## config.mk

```make
export PLATFORM = sky130hd
export DESIGN_NAME = fcf_device_flat
export DESIGN_NICKNAME = d
export VERILOG_FILES = /design/src/hw/fcf_pkg.sv /design/src/hw/fcf_spi_if.sv /design/src/hw/fcf_device.sv /design/src/flat_wrapper.sv
export SDC_FILE = /design/constraint.sdc
export NUM_CORES = 1
export LEC_CHECK = 0
export ABC_AREA = 1
export BUFFER_PORTS_ARGS = -buffer_cell sky130_fd_sc_hd__buf_2
export CAP_MARGIN = 5
export CORE_MARGIN = 2
export CORE_UTILIZATION = 50
export CTS_CLUSTER_SIZE = 40
export DETAILED_ROUTE_END_ITERATION = 7
export GPL_TIMING_DRIVEN = 0
export PLACE_DENSITY_LB_ADDON = 0.08
export SYNTH_ARGS = -nofsm -noshare
export SYNTH_HDL_FRONTEND = slang
export SYNTH_SLANG_ARGS = --single-unit
```

## constraint.sdc

```tcl
create_clock -name clk_sys -period 5.8 [get_ports clk_sys]
set_input_delay 1.16 -clock clk_sys [delete_from_list [all_inputs] [get_ports clk_sys]]
set_output_delay 1.16 -clock clk_sys [all_outputs]
set_load 0.005 [all_outputs]
```

## src/hw/fcf_pkg.sv

```systemverilog
// Shared constants for the flash configuration and command front end
package fcf_pkg;
   // Opcodes
   localparam logic [7:0] OP_WREN    = 8'h06;
   localparam logic [7:0] OP_WRDI    = 8'h04;
   localparam logic [7:0] OP_RD_SR2  = 8'h35;
   localparam logic [7:0] OP_RD_SR3  = 8'h15;
   localparam logic [7:0] OP_WR_SR2  = 8'h31;
   localparam logic [7:0] OP_WR_SR3  = 8'h11;
   localparam logic [7:0] OP_RD_UAR  = 8'hC8;
   localparam logic [7:0] OP_WR_UAR  = 8'hC5;
   localparam logic [7:0] OP_SUSPEND = 8'h75;
   localparam logic [7:0] OP_RESUME  = 8'h7A;
   localparam logic [7:0] OP_RST_EN  = 8'h66;
   localparam logic [7:0] OP_RST     = 8'h99;
   localparam logic [7:0] OP_EN4B    = 8'hB7;
   localparam logic [7:0] OP_EX4B    = 8'hE9;
   localparam logic [7:0] OP_PP      = 8'h02;
   localparam logic [7:0] OP_PP4     = 8'h12;
   localparam logic [7:0] OP_SE      = 8'h20;
   localparam logic [7:0] OP_SE4     = 8'h21;
   localparam logic [7:0] OP_BE32    = 8'h52;
   localparam logic [7:0] OP_BE32_4  = 8'h5C;
   localparam logic [7:0] OP_CE      = 8'hC7;
   localparam logic [7:0] OP_CE_ALT  = 8'h60;
   localparam logic [7:0] OP_DPD     = 8'hB9;
   // status_register_two bit positions
   localparam int SR2_ERASE_SUS = 7;
   localparam int SR2_LOCK_HI   = 5;
   localparam int SR2_LOCK_LO   = 3;
   localparam int SR2_PROG_SUS  = 2;
   localparam int SR2_QUAD_EN   = 1;
   localparam int SR2_ADDR_W    = 0;
   // status_register_three bit positions
   localparam int SR3_DRV_HI    = 6;
   localparam int SR3_DRV_LO    = 5;
   localparam int SR3_PWR_ADDR  = 4;
   localparam int SR3_ERASE_ERR = 3;
   localparam int SR3_PROG_ERR  = 2;
   localparam int SR3_DUMMY_HI  = 1;
   localparam int SR3_DUMMY_LO  = 0;
   // Reset values
   localparam logic [2:0] LOCK_RST     = 3'h0;
   localparam logic [1:0] DRV_RST      = 2'h1;
   localparam logic [1:0] DUMMY_RST    = 2'h0;
   localparam logic       PWR_ADDR_RST = 1'b0;
   // Dummy cycle counts
   localparam logic [3:0] DUMMY_DUAL_LO = 4'h4;
   localparam logic [3:0] DUMMY_DUAL_HI = 4'h8;
   localparam logic [3:0] DUMMY_QUAD_LO = 4'h6;
   localparam logic [3:0] DUMMY_QUAD_HI = 4'hA;
   // Host serial clock timing
   localparam int CLK_NS        = 8;
   localparam int HOST_HALF_NS  = 64;
   localparam int HOST_HALF_CYC = (HOST_HALF_NS + CLK_NS - 1) / CLK_NS;

   function automatic logic [6:0] fcf_drive_pct(input logic [1:0] sel);
      case (sel)
         2'h0:    fcf_drive_pct = 7'd100;
         2'h1:    fcf_drive_pct = 7'd75;
         2'h2:    fcf_drive_pct = 7'd50;
         default: fcf_drive_pct = 7'd25;
      endcase
   endfunction

   function automatic logic fcf_is_pe(input logic [7:0] op);
      fcf_is_pe = (op == OP_PP) || (op == OP_PP4) || (op == OP_SE) || (op == OP_SE4) ||
                  (op == OP_BE32) || (op == OP_BE32_4) || (op == OP_CE) || (op == OP_CE_ALT);
   endfunction
endpackage

```

## src/hw/fcf_spi_if.sv

```systemverilog
// Serial flash link between host controller and device
`timescale 1ns/1ps
interface fcf_spi_if;
   logic cs_n;
   logic sclk;
   logic si;
   logic so;
   logic so_oe;
   modport device (input cs_n, input sclk, input si, output so, output so_oe);
   modport host   (output cs_n, output sclk, output si, input so, input so_oe);
endinterface

```

## src/hw/fcf_device.sv

```systemverilog
// Device end: command framing, configuration and status registers
`timescale 1ns/1ps
module fcf_device
   import fcf_pkg::*;
(
   input  wire logic        clk_sys,
   input  wire logic        rstn,
   fcf_spi_if.device        spi,
   input  wire logic        core_erase_busy,
   input  wire logic        core_program_busy,
   input  wire logic        program_fail,
   input  wire logic        erase_fail,
   output logic             exec_valid,
   output logic [7:0]       exec_opcode,
   output logic [24:0]      exec_addr,
   output logic             write_enable_latch,
   output logic             current_address_width,
   output logic [6:0]       drive_pct,
   output logic [3:0]       dummy_dual,
   output logic [3:0]       dummy_quad,
   output logic [7:0]       status_two,
   output logic [7:0]       status_three
);
   logic [2:0]  sclk_s_q, cs_s_q, si_s_q;
   logic        sclk_f_q, cs_f_q;
   logic        sclk_rise, sclk_fall, cs_fall, cs_rise;
   logic [15:0] bitcnt_q;
   logic [7:0]  bytes_q;
   logic [6:0]  shift_q;
   logic [7:0]  opcode_q;
   logic [31:0] addr_q;
   logic        rd_q;
   logic [7:0]  out_q;
   logic        so_q;
   logic        init_q;
   logic        rst_arm_q;
   logic [2:0]  lock_q;
   logic        erase_sus_q, prog_sus_q;
   logic        prog_err_q, erase_err_q;
   logic [1:0]  dummy_q, drv_q;
   logic        pwr_addr_q;
   logic        upper_address_bit_q;
   logic        addr4_q;
   logic        wel_q;
   logic        byte_done, aligned, soft_rst, do_exec;
   logic [7:0]  new_byte;
   logic [7:0]  addr_len;
   logic [7:0]  ear_val;

   // Three-stage pin synchronisers; a clock or select level counts once stages two and three agree
   always_ff @(posedge clk_sys or negedge rstn) begin
      if (!rstn) begin
         sclk_s_q <= 3'h0;
         cs_s_q   <= 3'h7;
         si_s_q   <= 3'h0;
         sclk_f_q <= 1'b0;
         cs_f_q   <= 1'b1;
      end else begin
         sclk_s_q <= {sclk_s_q[1:0], spi.sclk};
         cs_s_q   <= {cs_s_q[1:0], spi.cs_n};
         si_s_q   <= {si_s_q[1:0], spi.si};
         if (sclk_s_q[1] == sclk_s_q[2]) sclk_f_q <= sclk_s_q[2];
         if (cs_s_q[1] == cs_s_q[2]) cs_f_q <= cs_s_q[2];
      end
   end

   assign sclk_rise = sclk_s_q[1] & sclk_s_q[2] & ~sclk_f_q & ~cs_f_q;
   assign sclk_fall = ~sclk_s_q[1] & ~sclk_s_q[2] & sclk_f_q & ~cs_f_q;
   assign cs_fall   = ~cs_s_q[1] & ~cs_s_q[2] & cs_f_q;
   assign cs_rise   = cs_s_q[1] & cs_s_q[2] & ~cs_f_q;

   assign new_byte  = {shift_q, si_s_q[2]};
   assign byte_done = sclk_rise && (bitcnt_q[2:0] == 3'h7);
   assign aligned   = (bitcnt_q[2:0] == 3'h0) && (bitcnt_q != 16'h0);
   assign addr_len  = (addr4_q || opcode_q == OP_PP4 || opcode_q == OP_SE4 ||
                       opcode_q == OP_BE32_4) ? 8'd4 : 8'd3;
   assign soft_rst  = cs_rise && aligned && bytes_q == 8'd1 && opcode_q == OP_RST && rst_arm_q;
   assign ear_val   = {7'h0, upper_address_bit_q};

   // Serial input framing, MSB first
   always_ff @(posedge clk_sys or negedge rstn) begin
      if (!rstn) begin
         bitcnt_q <= 16'h0;
         bytes_q  <= 8'h0;
         shift_q  <= 7'h0;
         opcode_q <= 8'h0;
         addr_q   <= 32'h0;
      end else if (cs_fall) begin
         bitcnt_q <= 16'h0;
         bytes_q  <= 8'h0;
         addr_q   <= 32'h0;
      end else if (sclk_rise) begin
         bitcnt_q <= bitcnt_q + 16'h1;
         shift_q  <= new_byte[6:0];
         if (byte_done) begin
            if (bytes_q != 8'hFF) bytes_q <= bytes_q + 8'h1;
            if (bytes_q == 8'h0) opcode_q <= new_byte;
            else if (bytes_q <= addr_len) addr_q <= {addr_q[23:0], new_byte};
         end
      end
   end

   // Read-out of registers on falling serial clock
   always_ff @(posedge clk_sys or negedge rstn) begin
      if (!rstn) begin
         rd_q  <= 1'b0;
         out_q <= 8'h0;
         so_q  <= 1'b0;
      end else if (cs_rise || cs_fall) begin
         rd_q <= 1'b0;
      end else if (byte_done && bytes_q == 8'h0) begin
         rd_q <= 1'b1;
         case (new_byte)
            OP_RD_SR2: out_q <= status_two;
            OP_RD_SR3: out_q <= status_three;
            OP_RD_UAR: out_q <= ear_val;
            default:   rd_q  <= 1'b0;
         endcase
      end else if (sclk_fall && rd_q) begin
         so_q  <= out_q[7];
         out_q <= {out_q[6:0], out_q[7]};
      end
   end

   assign spi.so    = so_q;
   assign spi.so_oe = rd_q & ~cs_f_q;

   // Reset-enable arming for the two-command reset
   always_ff @(posedge clk_sys or negedge rstn) begin
      if (!rstn) rst_arm_q <= 1'b0;
      else if (cs_rise && bitcnt_q != 16'h0)
         rst_arm_q <= aligned && bytes_q == 8'd1 && opcode_q == OP_RST_EN;
   end

   // Address mode and upper address bit
   always_ff @(posedge clk_sys or negedge rstn) begin
      if (!rstn) begin
         init_q              <= 1'b0;
         addr4_q             <= 1'b0;
         upper_address_bit_q <= 1'b0;
      end else if (!init_q || soft_rst) begin
         init_q              <= 1'b1;
         addr4_q             <= pwr_addr_q;
         upper_address_bit_q <= 1'b0;
      end else if (cs_rise && aligned) begin
         if (opcode_q == OP_EN4B) addr4_q <= 1'b1;
         if (opcode_q == OP_EX4B) addr4_q <= 1'b0;
         if (opcode_q == OP_WR_UAR && bytes_q >= 8'd2)
            upper_address_bit_q <= addr_q[0];
      end
   end

   // Suspend flags
   always_ff @(posedge clk_sys or negedge rstn) begin
      if (!rstn) begin
         erase_sus_q <= 1'b0;
         prog_sus_q  <= 1'b0;
      end else if (soft_rst) begin
         erase_sus_q <= 1'b0;
         prog_sus_q  <= 1'b0;
      end else if (cs_rise && aligned && bytes_q == 8'd1) begin
         if (opcode_q == OP_SUSPEND) begin
            if (core_erase_busy) erase_sus_q <= 1'b1;
            if (core_program_busy) prog_sus_q <= 1'b1;
         end else if (opcode_q == OP_RESUME) begin
            erase_sus_q <= 1'b0;
            prog_sus_q  <= 1'b0;
         end
      end
   end

   // Error flags; a failure in the resume cycle wins
   always_ff @(posedge clk_sys or negedge rstn) begin
      if (!rstn) begin
         prog_err_q  <= 1'b0;
         erase_err_q <= 1'b0;
      end else begin
         if (program_fail) prog_err_q <= 1'b1;
         else if (cs_rise && aligned && opcode_q == OP_RESUME) prog_err_q <= 1'b0;
         if (erase_fail) erase_err_q <= 1'b1;
         else if (cs_rise && aligned && opcode_q == OP_RESUME) erase_err_q <= 1'b0;
      end
   end

   // Write enable latch and writable configuration
   always_ff @(posedge clk_sys or negedge rstn) begin
      if (!rstn) begin
         wel_q      <= 1'b0;
         lock_q     <= LOCK_RST;
         drv_q      <= DRV_RST;
         dummy_q    <= DUMMY_RST;
         pwr_addr_q <= PWR_ADDR_RST;
      end else if (soft_rst) begin
         wel_q <= 1'b0;
      end else if (cs_rise && aligned) begin
         case (opcode_q)
            OP_WREN: if (bytes_q == 8'd1) wel_q <= 1'b1;
            OP_WRDI: if (bytes_q == 8'd1) wel_q <= 1'b0;
            OP_WR_SR2: if (wel_q && bytes_q == 8'd2) begin
               lock_q <= lock_q | addr_q[SR2_LOCK_HI:SR2_LOCK_LO];
               wel_q  <= 1'b0;
            end
            OP_WR_SR3: if (wel_q && bytes_q == 8'd2) begin
               drv_q      <= addr_q[SR3_DRV_HI:SR3_DRV_LO];
               pwr_addr_q <= addr_q[SR3_PWR_ADDR];
               dummy_q    <= addr_q[SR3_DUMMY_HI:SR3_DUMMY_LO];
               wel_q      <= 1'b0;
            end
            default: if (do_exec && opcode_q != OP_DPD) wel_q <= 1'b0;
         endcase
      end
   end

   // Program and erase dispatch; a partial byte rejects and keeps the latch
   always_comb begin
      do_exec = 1'b0;
      if (cs_rise && aligned) begin
         if (opcode_q == OP_DPD) do_exec = (bytes_q == 8'd1);
         else if (fcf_is_pe(opcode_q) && wel_q) begin
            if (opcode_q == OP_CE || opcode_q == OP_CE_ALT) do_exec = (bytes_q == 8'd1);
            else if (opcode_q == OP_PP || opcode_q == OP_PP4) do_exec = (bytes_q > addr_len + 8'd1);
            else do_exec = (bytes_q == addr_len + 8'd1);
         end
      end
   end

   always_ff @(posedge clk_sys or negedge rstn) begin
      if (!rstn) begin
         exec_valid  <= 1'b0;
         exec_opcode <= 8'h0;
         exec_addr   <= 25'h0;
      end else begin
         exec_valid <= do_exec;
         if (do_exec) begin
            exec_opcode <= opcode_q;
            if (addr_len == 8'd4) exec_addr <= addr_q[24:0];
            else exec_addr <= {upper_address_bit_q, addr_q[23:0]};
         end
      end
   end

   assign write_enable_latch    = wel_q;
   assign current_address_width = addr4_q;
   assign drive_pct  = fcf_drive_pct(drv_q);
   assign dummy_dual = dummy_q[0] ? DUMMY_DUAL_HI : DUMMY_DUAL_LO;
   assign dummy_quad = dummy_q[0] ? DUMMY_QUAD_HI : DUMMY_QUAD_LO;
   assign status_two   = {erase_sus_q, 1'b0, lock_q, prog_sus_q, 1'b1, addr4_q};
   assign status_three = {1'b0, drv_q, pwr_addr_q, erase_err_q, prog_err_q, dummy_q};
endmodule // fcf_device

```

## src/flat_wrapper.sv

```systemverilog
// flat-port wrapper written by rule: the top's interface ports become plain ports
module fcf_device_flat import fcf_pkg::*;
  (clk_sys, rstn, core_erase_busy, core_program_busy, program_fail, erase_fail, exec_valid, exec_opcode, exec_addr, write_enable_latch, current_address_width, drive_pct, dummy_dual, dummy_quad, status_two, status_three, spi_cs_n, spi_sclk, spi_si, spi_so, spi_so_oe);
  fcf_spi_if spi_i ();
  input  wire logic clk_sys;
  input  wire logic rstn;
  input  wire logic core_erase_busy;
  input  wire logic core_program_busy;
  input  wire logic program_fail;
  input  wire logic erase_fail;
  output logic exec_valid;
  output logic [7:0] exec_opcode;
  output logic [24:0] exec_addr;
  output logic write_enable_latch;
  output logic current_address_width;
  output logic [6:0] drive_pct;
  output logic [3:0] dummy_dual;
  output logic [3:0] dummy_quad;
  output logic [7:0] status_two;
  output logic [7:0] status_three;
  input wire logic [$bits(spi_i.cs_n)-1:0] spi_cs_n;
  input wire logic [$bits(spi_i.sclk)-1:0] spi_sclk;
  input wire logic [$bits(spi_i.si)-1:0] spi_si;
  output wire logic [$bits(spi_i.so)-1:0] spi_so;
  output wire logic [$bits(spi_i.so_oe)-1:0] spi_so_oe;
  assign spi_i.cs_n = spi_cs_n;
  assign spi_i.sclk = spi_sclk;
  assign spi_i.si = spi_si;
  assign spi_so = spi_i.so;
  assign spi_so_oe = spi_i.so_oe;
  fcf_device u_core (.clk_sys(clk_sys), .rstn(rstn), .spi(spi_i), .core_erase_busy(core_erase_busy), .core_program_busy(core_program_busy), .program_fail(program_fail), .erase_fail(erase_fail), .exec_valid(exec_valid), .exec_opcode(exec_opcode), .exec_addr(exec_addr), .write_enable_latch(write_enable_latch), .current_address_width(current_address_width), .drive_pct(drive_pct), .dummy_dual(dummy_dual), .dummy_quad(dummy_quad), .status_two(status_two), .status_three(status_three));
endmodule
```

==> results of run 1 <==
## registers in the layout, indices dropped and copies added (netlist names), 2 cells and up
name and count:
u_core.bytes_q 8, u_core.exec_opcode 8, u_core.shift_q 7, u_core.exec_addr 25
u_core.addr_q 25, u_core.out_q 8, u_core.lock_q 3, u_core.drv_q 2
u_core.opcode_q 8, u_core.sclk_s_q 3, u_core.si_s_q 3, u_core.cs_s_q 3
u_core.dummy_q 2, u_core.bitcnt_q 16
## synthesized netlist by cell type, types with 12 or more instances
| master | number | area, sq um |
|---|---|---|
| sky130_fd_sc_hd__nand2_1 | 146 | 548 |
| sky130_fd_sc_hd__dfrtp_1 | 131 | 3280 |
| sky130_fd_sc_hd__inv_1 | 107 | 402 |
| sky130_fd_sc_hd__nor2_1 | 63 | 236 |
| sky130_fd_sc_hd__o21ai_0 | 58 | 290 |
| sky130_fd_sc_hd__o22ai_1 | 28 | 175 |
| sky130_fd_sc_hd__a21oi_1 | 25 | 125 |
| sky130_fd_sc_hd__buf_4 | 19 | 143 |
| sky130_fd_sc_hd__ha_1 | 19 | 238 |
| sky130_fd_sc_hd__o21ai_1 | 19 | 95.1 |
| sky130_fd_sc_hd__nand3_1 | 17 | 85.1 |
| sky130_fd_sc_hd__nor3_1 | 17 | 85.1 |
| sky130_fd_sc_hd__nand2_2 | 14 | 87.6 |
| sky130_fd_sc_hd__o21ai_2 | 14 | 123 |
| sky130_fd_sc_hd__nand4_1 | 13 | 81.3 |
| sky130_fd_sc_hd__inv_2 | 12 | 45.0 |
## worst paths after layout
check / end / slack [ps] / depth (start not counted)
min in group asynchronous: u_core.addr_q[21]$_DFFE_PN0P_ / 660 / 1
max: u_core.addr_q[16]$_DFFE_PN0P_ / 2610 / 14
max in group asynchronous: u_core.cs_f_q$_DFFE_PN1N_ / 4340 / 2
max reg2reg: u_core.addr_q[16]$_DFFE_PN0P_ / 2610 / 14
min reg2reg: u_core.si_s_q[1]$_DFF_PN0_ / 350 / 0
min: u_core.si_s_q[1]$_DFF_PN0_ / 350 / 0
## power breakdown
| part | internal (mW) | switching, mW | leakage (nW) |
|---|---|---|---|
| Sequential | 0.984 | 0.0317 | 1.85 |
| Combinational | 0.0454 | 0.0996 | 1.80 |
| Clock | 0.774 | 0.403 | 0.300 |
## stage by stage
stage | hold WS, ps | total power, mW | cells | cell area, sq um
2_1_floorplan | 331 | 1.12 | 770 | 6600
3_3_place_gp | 334 | 1.17 | 1012 | 7170
3_5_place_dp | 336 | 1.18 | 1013 | 7200
4_1_cts | 350 | 2.36 | 1045 | 7850
5_1_grt | 354 | 2.44 | 1045 | 7850
6_report | 349 | 2.34 | 1045 | 7850
## cells by family (layout without fill, tap and decap cells)
kind of cell / count (synthesis) / after routing / share of synthesized area
AOI/OAI and AO/OA: 165 / 165 / 0.147
xor gates and xnor gates: 1 / 1 / 0.00133
adders and majority gates: 19 / 19 / 0.0361
buffers and inverters: 155 / 258 / 0.106
DFF: 136 / 136 / 0.518
other: 2 / 8 / 0.00114
and+or+nand+nor: 286 / 286 / 0.191
## area by class of cell
class	count	area [sq um]
repair buffers	71	384
plain buffers	35	246
clock inverters	11	198
fillers	1166	4870
well taps	172	215
flip-flops and latches	136	3410
clock buffers	21	450
inverters	120	450
multi-input cells	479	2500
## routing by layer
layer,global-route usage,up-vias,share of wire
met4,0.0975,0,0.027
met2,0.367,115,0.49
li1,-,2646,-
met5,0,-,0
met1,0.293,2545,0.45
met3,0.0492,33,0.038
==> out/results.ini, run 1 <==
[outcome]
status = complete, no violations

[place]
port_buffers = 70
pre_cts_slack_ps = 2640
gp_routability_congestion = 0.927
detailed_placement_wirelength_estimate_microns = 11000

[power_and_ir_drop]
cellLeakagePower_nw = 3.94
p_per_area_nw_per_um2 = 298
vdd_ir_drop_max_mv = 0.164

[yosys]
post_synth_inst_count = 764
synth_top_flop_cell = sky130_fd_sc_hd__dfrtp_1
synth-async-reset-ratio = 1.00
flop_and_latch_count_out_of_synthesis = 136
synth-edff-count = 0
netlist-cell-type-count = 40
syn_avg_cell_area_sq_um = 8.61
synth_area_sq_um = 6580
portion_of_the_post_synthesis_area_used_by_sequential_elements = 0.518
yosys_warnings = 0

[route]
remaining_drc_errors = 0
num_vias = 5339
drt_pass1_iterations = 5
vias_per_cell = 5.11
drtIter0Drc = 278
route.detailed.wl_per_inst_microns = 14.3
final_antenna_net_count = 0
wl_microns = 14900

[floorplan]
initial_util = 0.517
die_height_microns = 119
placement_rows = 41
core_area_sq_um = 12700
top_level_ports = 78
die_w_microns = 119
fp.dieArea_sq_um = 14100

[timing]
max_clock_freq_mhz = 313
tightestPinTransition_ps = 584
post-route-worst-setup-slack_ps = 2610
timing.final.crit_share = 0.550
worst_setup_skew_after_layout_ps = 7.33
drv_slew = 0
minimum_clock_period_ps = 3190
totalNegativeSetupSlack_ps = 0
maxSlewHeadroom = 0.611
setup_repair_after_global_routing_missed_its_margin = no
timing.final.setup_violations = 0
finalHoldViolations = 0

[critical_path]
timing.critical_path.required_ps = 6090
path_class = reg -> reg
cpPeakStageDelay_ps = 470
worst-path-buf-inv = 3
sort_of_element_at_the_end_of_the_critical_path = register
cp_top_family = simple AND/OR/NAND/NOR gates
worstSetupStartpointType = register
cp_max_fo = 10
crit_slowest_cell = sky130_fd_sc_hd__dfrtp_1
crit_path_frequent_cell = sky130_fd_sc_hd__nand2_1
worst_setup_path_startpoint = u_core.opcode_q[2]$_DFFE_PN0P_
regToRegStartpoint = u_core.opcode_q[2]$_DFFE_PN0P_
cell_chain_of_the_critical_path = inv_2 -> nand2_2 -> nor2_1 -> nand2_1 -> o21ai_0 -> nor2_1 -> inv_1 -> ha_1 -> nand2_1 -> o21ai_0 -> nand4_2 -> nand2_1 -> buf_4 -> o22ai_1
worst_ep_arrival_time_ps = 3480

[grt]
grt_overflow = 0
maximum_number_of_pins_on_one_net_before_global_route_repair = 92
globalRouteTotalUtil = 0.226
via_count_of_the_first_global_routing_pass = 5204
grt_antenna_before_repair = 0
global_route_wire_length_before_repair_microns = 25100

[cells_and_area]
util_after_layout = 0.617
layout.cells.most_common_list = 146 x sky130_fd_sc_hd__nand2_1, 131 x sky130_fd_sc_hd__dfrtp_1, 107 x sky130_fd_sc_hd__inv_1
mostFrequentLayoutCell = sky130_fd_sc_hd__nand2_1
finalNetCount = 888
layout_overhead_on_the_synthesized_area_pct = 19.3
layout-drive-gt1-share = 0.215
antenna-diode-count = 0

[clock_network]
tritoncts = built
clk_pin_slew_ps = 60
postCtsSetupRepairBufs = 0
cts_resized = 0
worst_skew_pair.late_latency_ps = 430
holdBufCountCts = 0
cts_made_buffers = 17
clock_tree.htree_level_count = 4
cts_root_buf = sky130_fd_sc_hd__clkbuf_16
cts.sink_count = 136
clock_path_buffers = 2

[worst_hold_path]
hold_path_class = reg -> reg
min_delay_src = u_core.si_s_q[0]$_DFF_PN0_

[job]
max_cap_viol_count = 0

Power figures use the tool's default switching activity.
==> run 2: changes to the inputs <==
clock period = 2.6 ns   (was 5.8 ns; I/O delays follow)
==> run 2 against run 1 <==
  * Hold slack worse by 330 ps
  * Die area unchanged
  * Design area up 3.2%
  * Highest routed layer unchanged
  * Largest cell class unchanged
  * Critical path type unchanged
==> out/results.ini, run 2 (synthesized netlist as in run 1, its figures left out) <==
[floorplan]
top_level_ports = 78  ; unchanged
placement_rows = 41  ; unchanged
die_height_microns = 119  ; unchanged
initial_util = 0.517  ; unchanged
core_area_sq_um = 12700  ; unchanged
fp.dieArea_sq_um = 14100  ; unchanged
die_w_microns = 119  ; unchanged

[cells_and_area]
largest_registers = u_core.addr_q: 25 flops, u_core.exec_addr: 25 flops, u_core.bitcnt_q: 16 flops
layout_overhead_on_the_synthesized_area_pct = 23.1
finalNetCount = 908  ; +2.3%
antenna-diode-count = 0  ; unchanged
layout-drive-gt1-share = 0.255  ; +0.0400
layout.cells.most_common_list = 140 x sky130_fd_sc_hd__nand2_1, 128 x sky130_fd_sc_hd__dfrtp_1, 107 x sky130_fd_sc_hd__inv_1
mostFrequentLayoutCell = sky130_fd_sc_hd__nand2_1
multiInputGateArea_sq_um = 2560  ; +2.7%
area.sequential_sq_um = 3410  ; +0.11%
util_after_layout = 0.637  ; +0.0198
filler_cell_count = 1134  ; -2.7%

[critical_path]
worstSetupStartpointType = register
timing.critical_path.required_ps = 2910  ; -3180 ps
cp_max_fo = 10  ; unchanged
sort_of_element_at_the_end_of_the_critical_path = register
path_class = reg -> reg
worst_ep_arrival_time_ps = 2810  ; -670 ps

[clock_network]
tritoncts = built
cts_made_buffers = 17  ; unchanged
cts_root_buf = sky130_fd_sc_hd__clkbuf_16
clock_tree.htree_level_count = 4  ; unchanged
worst_skew_pair.late_latency_ps = 430  ; about the same
clock_path_buffers = 2  ; unchanged
holdBufCountCts = 0  ; unchanged
clk_pin_slew_ps = 60  ; about the same
cts.sink_count = 136  ; unchanged

[timing]
tightestPinTransition_ps = 576  ; -7.96 ps
minimum_clock_period_ps = 2510  ; -684 ps
maxSlewHeadroom = 0.616  ; +0.00531
max_clock_freq_mhz = 399  ; +27%
drv_slew = 0  ; unchanged
setup_repair_after_global_routing_missed_its_margin = yes
post-route-worst-setup-slack_ps = 93.7  ; -2520 ps
timing.final.crit_share = 0.964  ; +0.414
worst_setup_skew_after_layout_ps = 8.08  ; +0.751 ps
finalHoldViolations = 0  ; unchanged
timing.final.setup_violations = 0  ; unchanged

[power_and_ir_drop]
internal_power_mw = 4.03  ; +120%
pwr-share-comb = 0.064  ; +0.002
power.switching_mw = 1.20  ; +130%
cellLeakagePower_nw = 4.06  ; +3.1%
vdd_ir_drop_max_mv = 0.366  ; +120%
p_sw_frac = 0.230  ; +0.00144
p_per_area_nw_per_um2 = 646  ; +120%
p_seq_frac = 0.433  ; about the same
clkPwrFrac = 0.503  ; about the same

[place]
gp_routability_congestion = 0.927  ; unchanged
port_buffers = 70  ; unchanged
detailed_placement_wirelength_estimate_microns = 11000  ; unchanged
pre_cts_slack_ps = -563  ; -3200 ps

[route]
drtIter0Drc = 331  ; +19%
wl_microns = 15500  ; +4.1%
final_antenna_net_count = 0  ; unchanged
vias_per_cell = 5.15  ; +0.88%
drt_pass1_iterations = 5  ; unchanged
num_vias = 5489  ; +2.8%
remaining_drc_errors = 0  ; unchanged
route.detailed.wl_per_inst_microns = 14.6  ; +2.2%

[worst_hold_path]
hold_path_class = in -> async

[grt]
via_count_of_the_first_global_routing_pass = 5240  ; +0.69%
globalRouteTotalUtil = 0.228  ; +0.00208
global_route_wire_length_before_repair_microns = 25400  ; +1.0%
grt_antenna_before_repair = 0  ; unchanged
grt_overflow = 0  ; unchanged
maximum_number_of_pins_on_one_net_before_global_route_repair = 92  ; unchanged

[job]
max_cap_viol_count = 0  ; unchanged

[outcome]
status = complete, no violations

run 2: repair_timing:
action,CTS,global route
gates resized for setup,8,22
setup endpoints to repair,58,58
buffers inserted,5,14
gates cloned,0,1
pin swaps,3,6
run 2: power by group through the flow:
stage               clock (mW)  combinational, mW  sequential (mW)
finish                    2.63              0.332             2.27
global route              2.79              0.389             2.28
CTS                       2.68              0.327             2.26
detailed placement           0              0.324             2.30
global placement             0              0.307             2.30
floorplan                    0              0.213             2.28
run 2: final timing paths:
check / startpoint / slack, ps / end / depth (start not counted)
min reg2reg: u_core.si_s_q[0]$_DFF_PN0_ / 350 / u_core.si_s_q[1]$_DFF_PN0_ / 0
min in group clk_sys: spi_cs_n / 190 / u_core.cs_s_q[0]$_DFF_PN1_ / 1
max reg2reg: u_core.opcode_q[0]$_DFFE_PN0P_ / 90 / u_core.exec_addr[11]$_DFFE_PN0N_ / 17
max: u_core.opcode_q[0]$_DFFE_PN0P_ / 90 / u_core.exec_addr[11]$_DFFE_PN0N_ / 17
max in group asynchronous: rstn / 1780 / u_core.cs_f_q$_DFFE_PN1N_ / 2
min: rstn / 20 / u_core.exec_addr[21]$_DFFE_PN0N_ / 1
run 2: routing by layer:
layer | vias up | routed length [microns] | GRT usage
li1 | 2686 | - | -
met1 | 2629 | 6900 | 0.295
met2 | 138 | 7590 | 0.372
met3 | 36 | 594 | 0.0492
met4 | 0 | 452 | 0.0967
met5 | - | 0 | 0
run 2: critical path: stages, from the launching register on:
cell,delay [ps]
sky130_fd_sc_hd__dfrtp_1,400
sky130_fd_sc_hd__inv_2,100
sky130_fd_sc_hd__nand2_2,80
sky130_fd_sc_hd__nor2_2,130
sky130_fd_sc_hd__nand2_1,100
sky130_fd_sc_hd__o21ai_2,190
sky130_fd_sc_hd__nor2_4,60
sky130_fd_sc_hd__ha_1,300
sky130_fd_sc_hd__nor3_2,120
sky130_fd_sc_hd__nand3_1,90
sky130_fd_sc_hd__nand2_1,80
sky130_fd_sc_hd__nor2_2,50
sky130_fd_sc_hd__o21ai_2,160
sky130_fd_sc_hd__nand2_4,100
sky130_fd_sc_hd__buf_8,150
sky130_fd_sc_hd__buf_6,140
sky130_fd_sc_hd__nand2_1,60
sky130_fd_sc_hd__o21ai_1,70
run 2: area by class of cell:
type,count,share of cell area
repair buffers,91,0.0681
inverters,120,0.0556
plain buffers,35,0.0320
multi-input cells,479,0.317
flip-flops and latches,136,0.421
clock inverters,11,0.0244
well taps,172,0.0266
clock buffers,21,0.0556
run 2: per-stage QoR:
step	setup TNS [ps]	cells	area, sq um	total power [mW]	hold slack [ps]
after global routing	-808	1065	8100	5.45	47.1
final	0	1065	8100	5.23	16.9
after global placement	-118400	1012	7170	2.61	334
after CTS	0	1050	7910	5.27	29.3
after detailed placement	-17550	1013	7200	2.63	336
after floorplan	0	770	6600	2.49	224
==> run 3: changes to the inputs <==
BUFFER_PORTS_ARGS = not set   (was -buffer_cell sky130_fd_sc_hd__buf_2)
CORE_UTILIZATION = 57   (was 50)
DONT_BUFFER_PORTS = 1   (was not set)
HOLD_SLACK_MARGIN = 0.15   (was not set)
==> run 3 against run 2 <==
  * The run now ends with hold timing left
  * Fmax grew 0.25%
  * Clock skew shrank 1.2 ps
  * Total power shrank 3.7%
  * Clock-buffer cell count grew 1
  * Flip-flop and latch count is the same
  * Cell count shrank 10%
==> out/results.ini, run 3 (synthesized netlist as in run 1, its figures left out) <==
[worst_hold_path]
hold_path_class = in -> async

[cells_and_area]
layout-drive-gt1-share = 0.179  ; -0.0762
layout_overhead_on_the_synthesized_area_pct = 15.4
util_after_layout = 0.671  ; +0.0337
finalNetCount = 831  ; -8.5%
antenna-diode-count = 0  ; unchanged
largest_registers = u_core.addr_q: 25 flops, u_core.exec_addr: 25 flops, u_core.bitcnt_q: 16 flops
mostFrequentLayoutCell = sky130_fd_sc_hd__nand2_1
layout.cells.most_common_list = 140 x sky130_fd_sc_hd__nand2_1, 129 x sky130_fd_sc_hd__dfrtp_1, 106 x sky130_fd_sc_hd__inv_1
filler_cell_count = 941  ; -17%
fin_cells = 958  ; -10%

[clock_network]
clock_path_buffers = 2  ; unchanged
cts_root_buf = sky130_fd_sc_hd__clkbuf_16
cts_made_buffers = 17  ; unchanged
cts.sink_count = 136  ; unchanged
clock_tree.htree_level_count = 4  ; unchanged
worst_skew_pair.late_latency_ps = 420  ; about the same
tritoncts = built
clk_pin_slew_ps = 60  ; about the same
holdBufCountCts = 3  ; +3

[power_and_ir_drop]
p_per_area_nw_per_um2 = 664  ; +2.8%
cellLeakagePower_nw = 3.64  ; -10%
vdd_ir_drop_max_mv = 0.538  ; +47%
total_power_mw = 5.04  ; -3.7%

[floorplan]
initial_util = 0.581  ; +0.0640
placement_rows = 39  ; -4.9%
die_w_microns = 111  ; -6.1%
fp.dieArea_sq_um = 12400  ; -12%
core_area_sq_um = 11300  ; -11%
top_level_ports = 78  ; unchanged
die_height_microns = 111  ; -6.1%

[critical_path]
crit_path_frequent_cell = sky130_fd_sc_hd__nand2_4
cp_max_fo = 10  ; unchanged
crit_slowest_cell = sky130_fd_sc_hd__dfrtp_1
worst_ep_arrival_time_ps = 2790  ; -20 ps
sort_of_element_at_the_end_of_the_critical_path = register
worstSetupStartpointType = register
cpPeakStageDelay_ps = 410  ; about the same
path_class = reg -> reg
worst-path-buf-inv = 2  ; -1
cp_top_family = simple AND/OR/NAND/NOR gates
reg2reg_setup_slack_ps = 100  ; about the same
timing.critical_path.required_ps = 2890  ; -20 ps
cell_chain_of_the_critical_path = inv_2 -> nand2_4 -> nor2_2 -> nand2_4 -> o21ai_4 -> nor2_4 -> ha_1 -> a21oi_1 -> o21ai_0 -> o21ai_1 -> nand4_2 -> nand2_4 -> buf_4 -> o22ai_1

[outcome]
violations_in_the_final_reports = hold timing
status = finished with violations

[grt]
globalRouteTotalUtil = 0.249  ; +0.0206
via_count_of_the_first_global_routing_pass = 5068  ; -3.3%
grt_overflow = 0  ; unchanged
grt_antenna_before_repair = 0  ; unchanged
maximum_number_of_pins_on_one_net_before_global_route_repair = 137  ; +49%
global_route_wire_length_before_repair_microns = 24500  ; -3.5%

[job]
max_cap_viol_count = 0  ; unchanged

[timing]
maxSlewHeadroom = 0.612  ; -0.00405
minimum_clock_period_ps = 2500  ; -6.32 ps
setup_repair_after_global_routing_missed_its_margin = yes
finalHoldViolations = 132  ; +132
worst_setup_skew_after_layout_ps = 6.91  ; -1.18 ps
worst_hold_check_slack_ps = -206  ; -223 ps
max_clock_freq_mhz = 400  ; +0.25%
totalNegativeSetupSlack_ps = 0  ; unchanged
drv_slew = 0  ; unchanged
timing.final.crit_share = 0.962  ; -0.00243
timing.final.setup_violations = 0  ; unchanged
tightestPinTransition_ps = 582  ; +6.08 ps

[place]
gp_routability_congestion = 0.875  ; -5.6%
place_inst = 913  ; -9.9%
port_buffers = 0  ; -100%
detailed_placement_wirelength_estimate_microns = 10400  ; -5.8%

[route]
wl_microns = 14600  ; -5.9%
route.detailed.wl_per_inst_microns = 15.2  ; +4.6%
num_vias = 5184  ; -5.6%
drtIter0Drc = 342  ; +3.3%
drt_pass1_iterations = 4  ; -1
vias_per_cell = 5.41  ; +5.0%
remaining_drc_errors = 0  ; unchanged
final_antenna_net_count = 0  ; unchanged

-- run 3: layout make-up --
| class | count | area, sq um | share of cell area |
|---|---|---|---|
| Buffer | 35 | 251 | 0.0331 |
| Clock buffer | 22 | 454 | 0.0598 |
| Clock inverter | 9 | 149 | 0.0196 |
| Inverter | 120 | 450 | 0.0593 |
| Multi-Input combinational cell | 479 | 2580 | 0.340 |
| Sequential cell | 136 | 3410 | 0.449 |
| Tap cell | 143 | 179 | 0.0236 |
| Timing Repair Buffer | 14 | 113 | 0.0148 |
-- run 3: per-layer routing --
| layer | vias up | routed length [microns] | GRT usage |
|---|---|---|---|
| li1 | 2535 | - | - |
| met1 | 2462 | 6240 | 0.315 |
| met2 | 155 | 7130 | 0.400 |
| met3 | 32 | 783 | 0.0735 |
| met4 | 0 | 456 | 0.113 |
| met5 | - | 0 | 0 |
-- run 3: worst paths after layout --
path | cells past startpoint | endpoint | from
worst max-delay path | 14 | u_core.addr_q[13]$_DFFE_PN0P_ | u_core.opcode_q[7]$_DFFE_PN0P_
worst min-delay path | 0 | u_core.opcode_q[1]$_DFFE_PN0P_ | rstn
worst max register to register | 14 | u_core.addr_q[13]$_DFFE_PN0P_ | u_core.opcode_q[7]$_DFFE_PN0P_
worst min register to register | 0 | u_core.si_s_q[2]$_DFF_PN0_ | u_core.si_s_q[1]$_DFF_PN0_
max in group asynchronous | 0 | u_core.cs_s_q[1]$_DFF_PN1_ | rstn
min in group clk_sys | 1 | u_core.prog_err_q$_DFFE_PN0P_ | program_fail
-- run 3: per-stage QoR --
step / worst slack (ps) / cell area, sq um
3_5_place_dp: -543 / 6780
6_report: 100 / 7590
2_1_floorplan: 210 / 6600
3_3_place_gp: -453 / 6780
4_1_cts: 0.647 / 7460
5_1_grt: -74.6 / 7590
-- run 3: worst register-to-register path: cells and delay by family (launching register included) --
kind	cells	cell delay, ps
DFF	1	410
adders and majority gates	1	290
and+or+nand+nor	6	780
AOI/OAI and AO/OA	5	600
buffers and inverters	2	300
-- run 3: repair_timing --
action / 4_1_cts / 5_1_grt
pin swaps: 2 / 4
setup buffers: 2 / 9
endpoints found under the hold margin: 139 / 136
endpoints found under the setup margin: 58 / 57
resized for setup: 12 / 18
-- run 3: report_power, final --
| group | leakage, nW | switching (mW) | total, mW | internal (mW) |
|---|---|---|---|---|
| combinational | 1.50 | 0.186 | 0.286 | 0.100 |
| clock | 0.298 | 0.869 | 2.49 | 1.62 |
| sequential | 1.84 | 0.0716 | 2.27 | 2.19 |
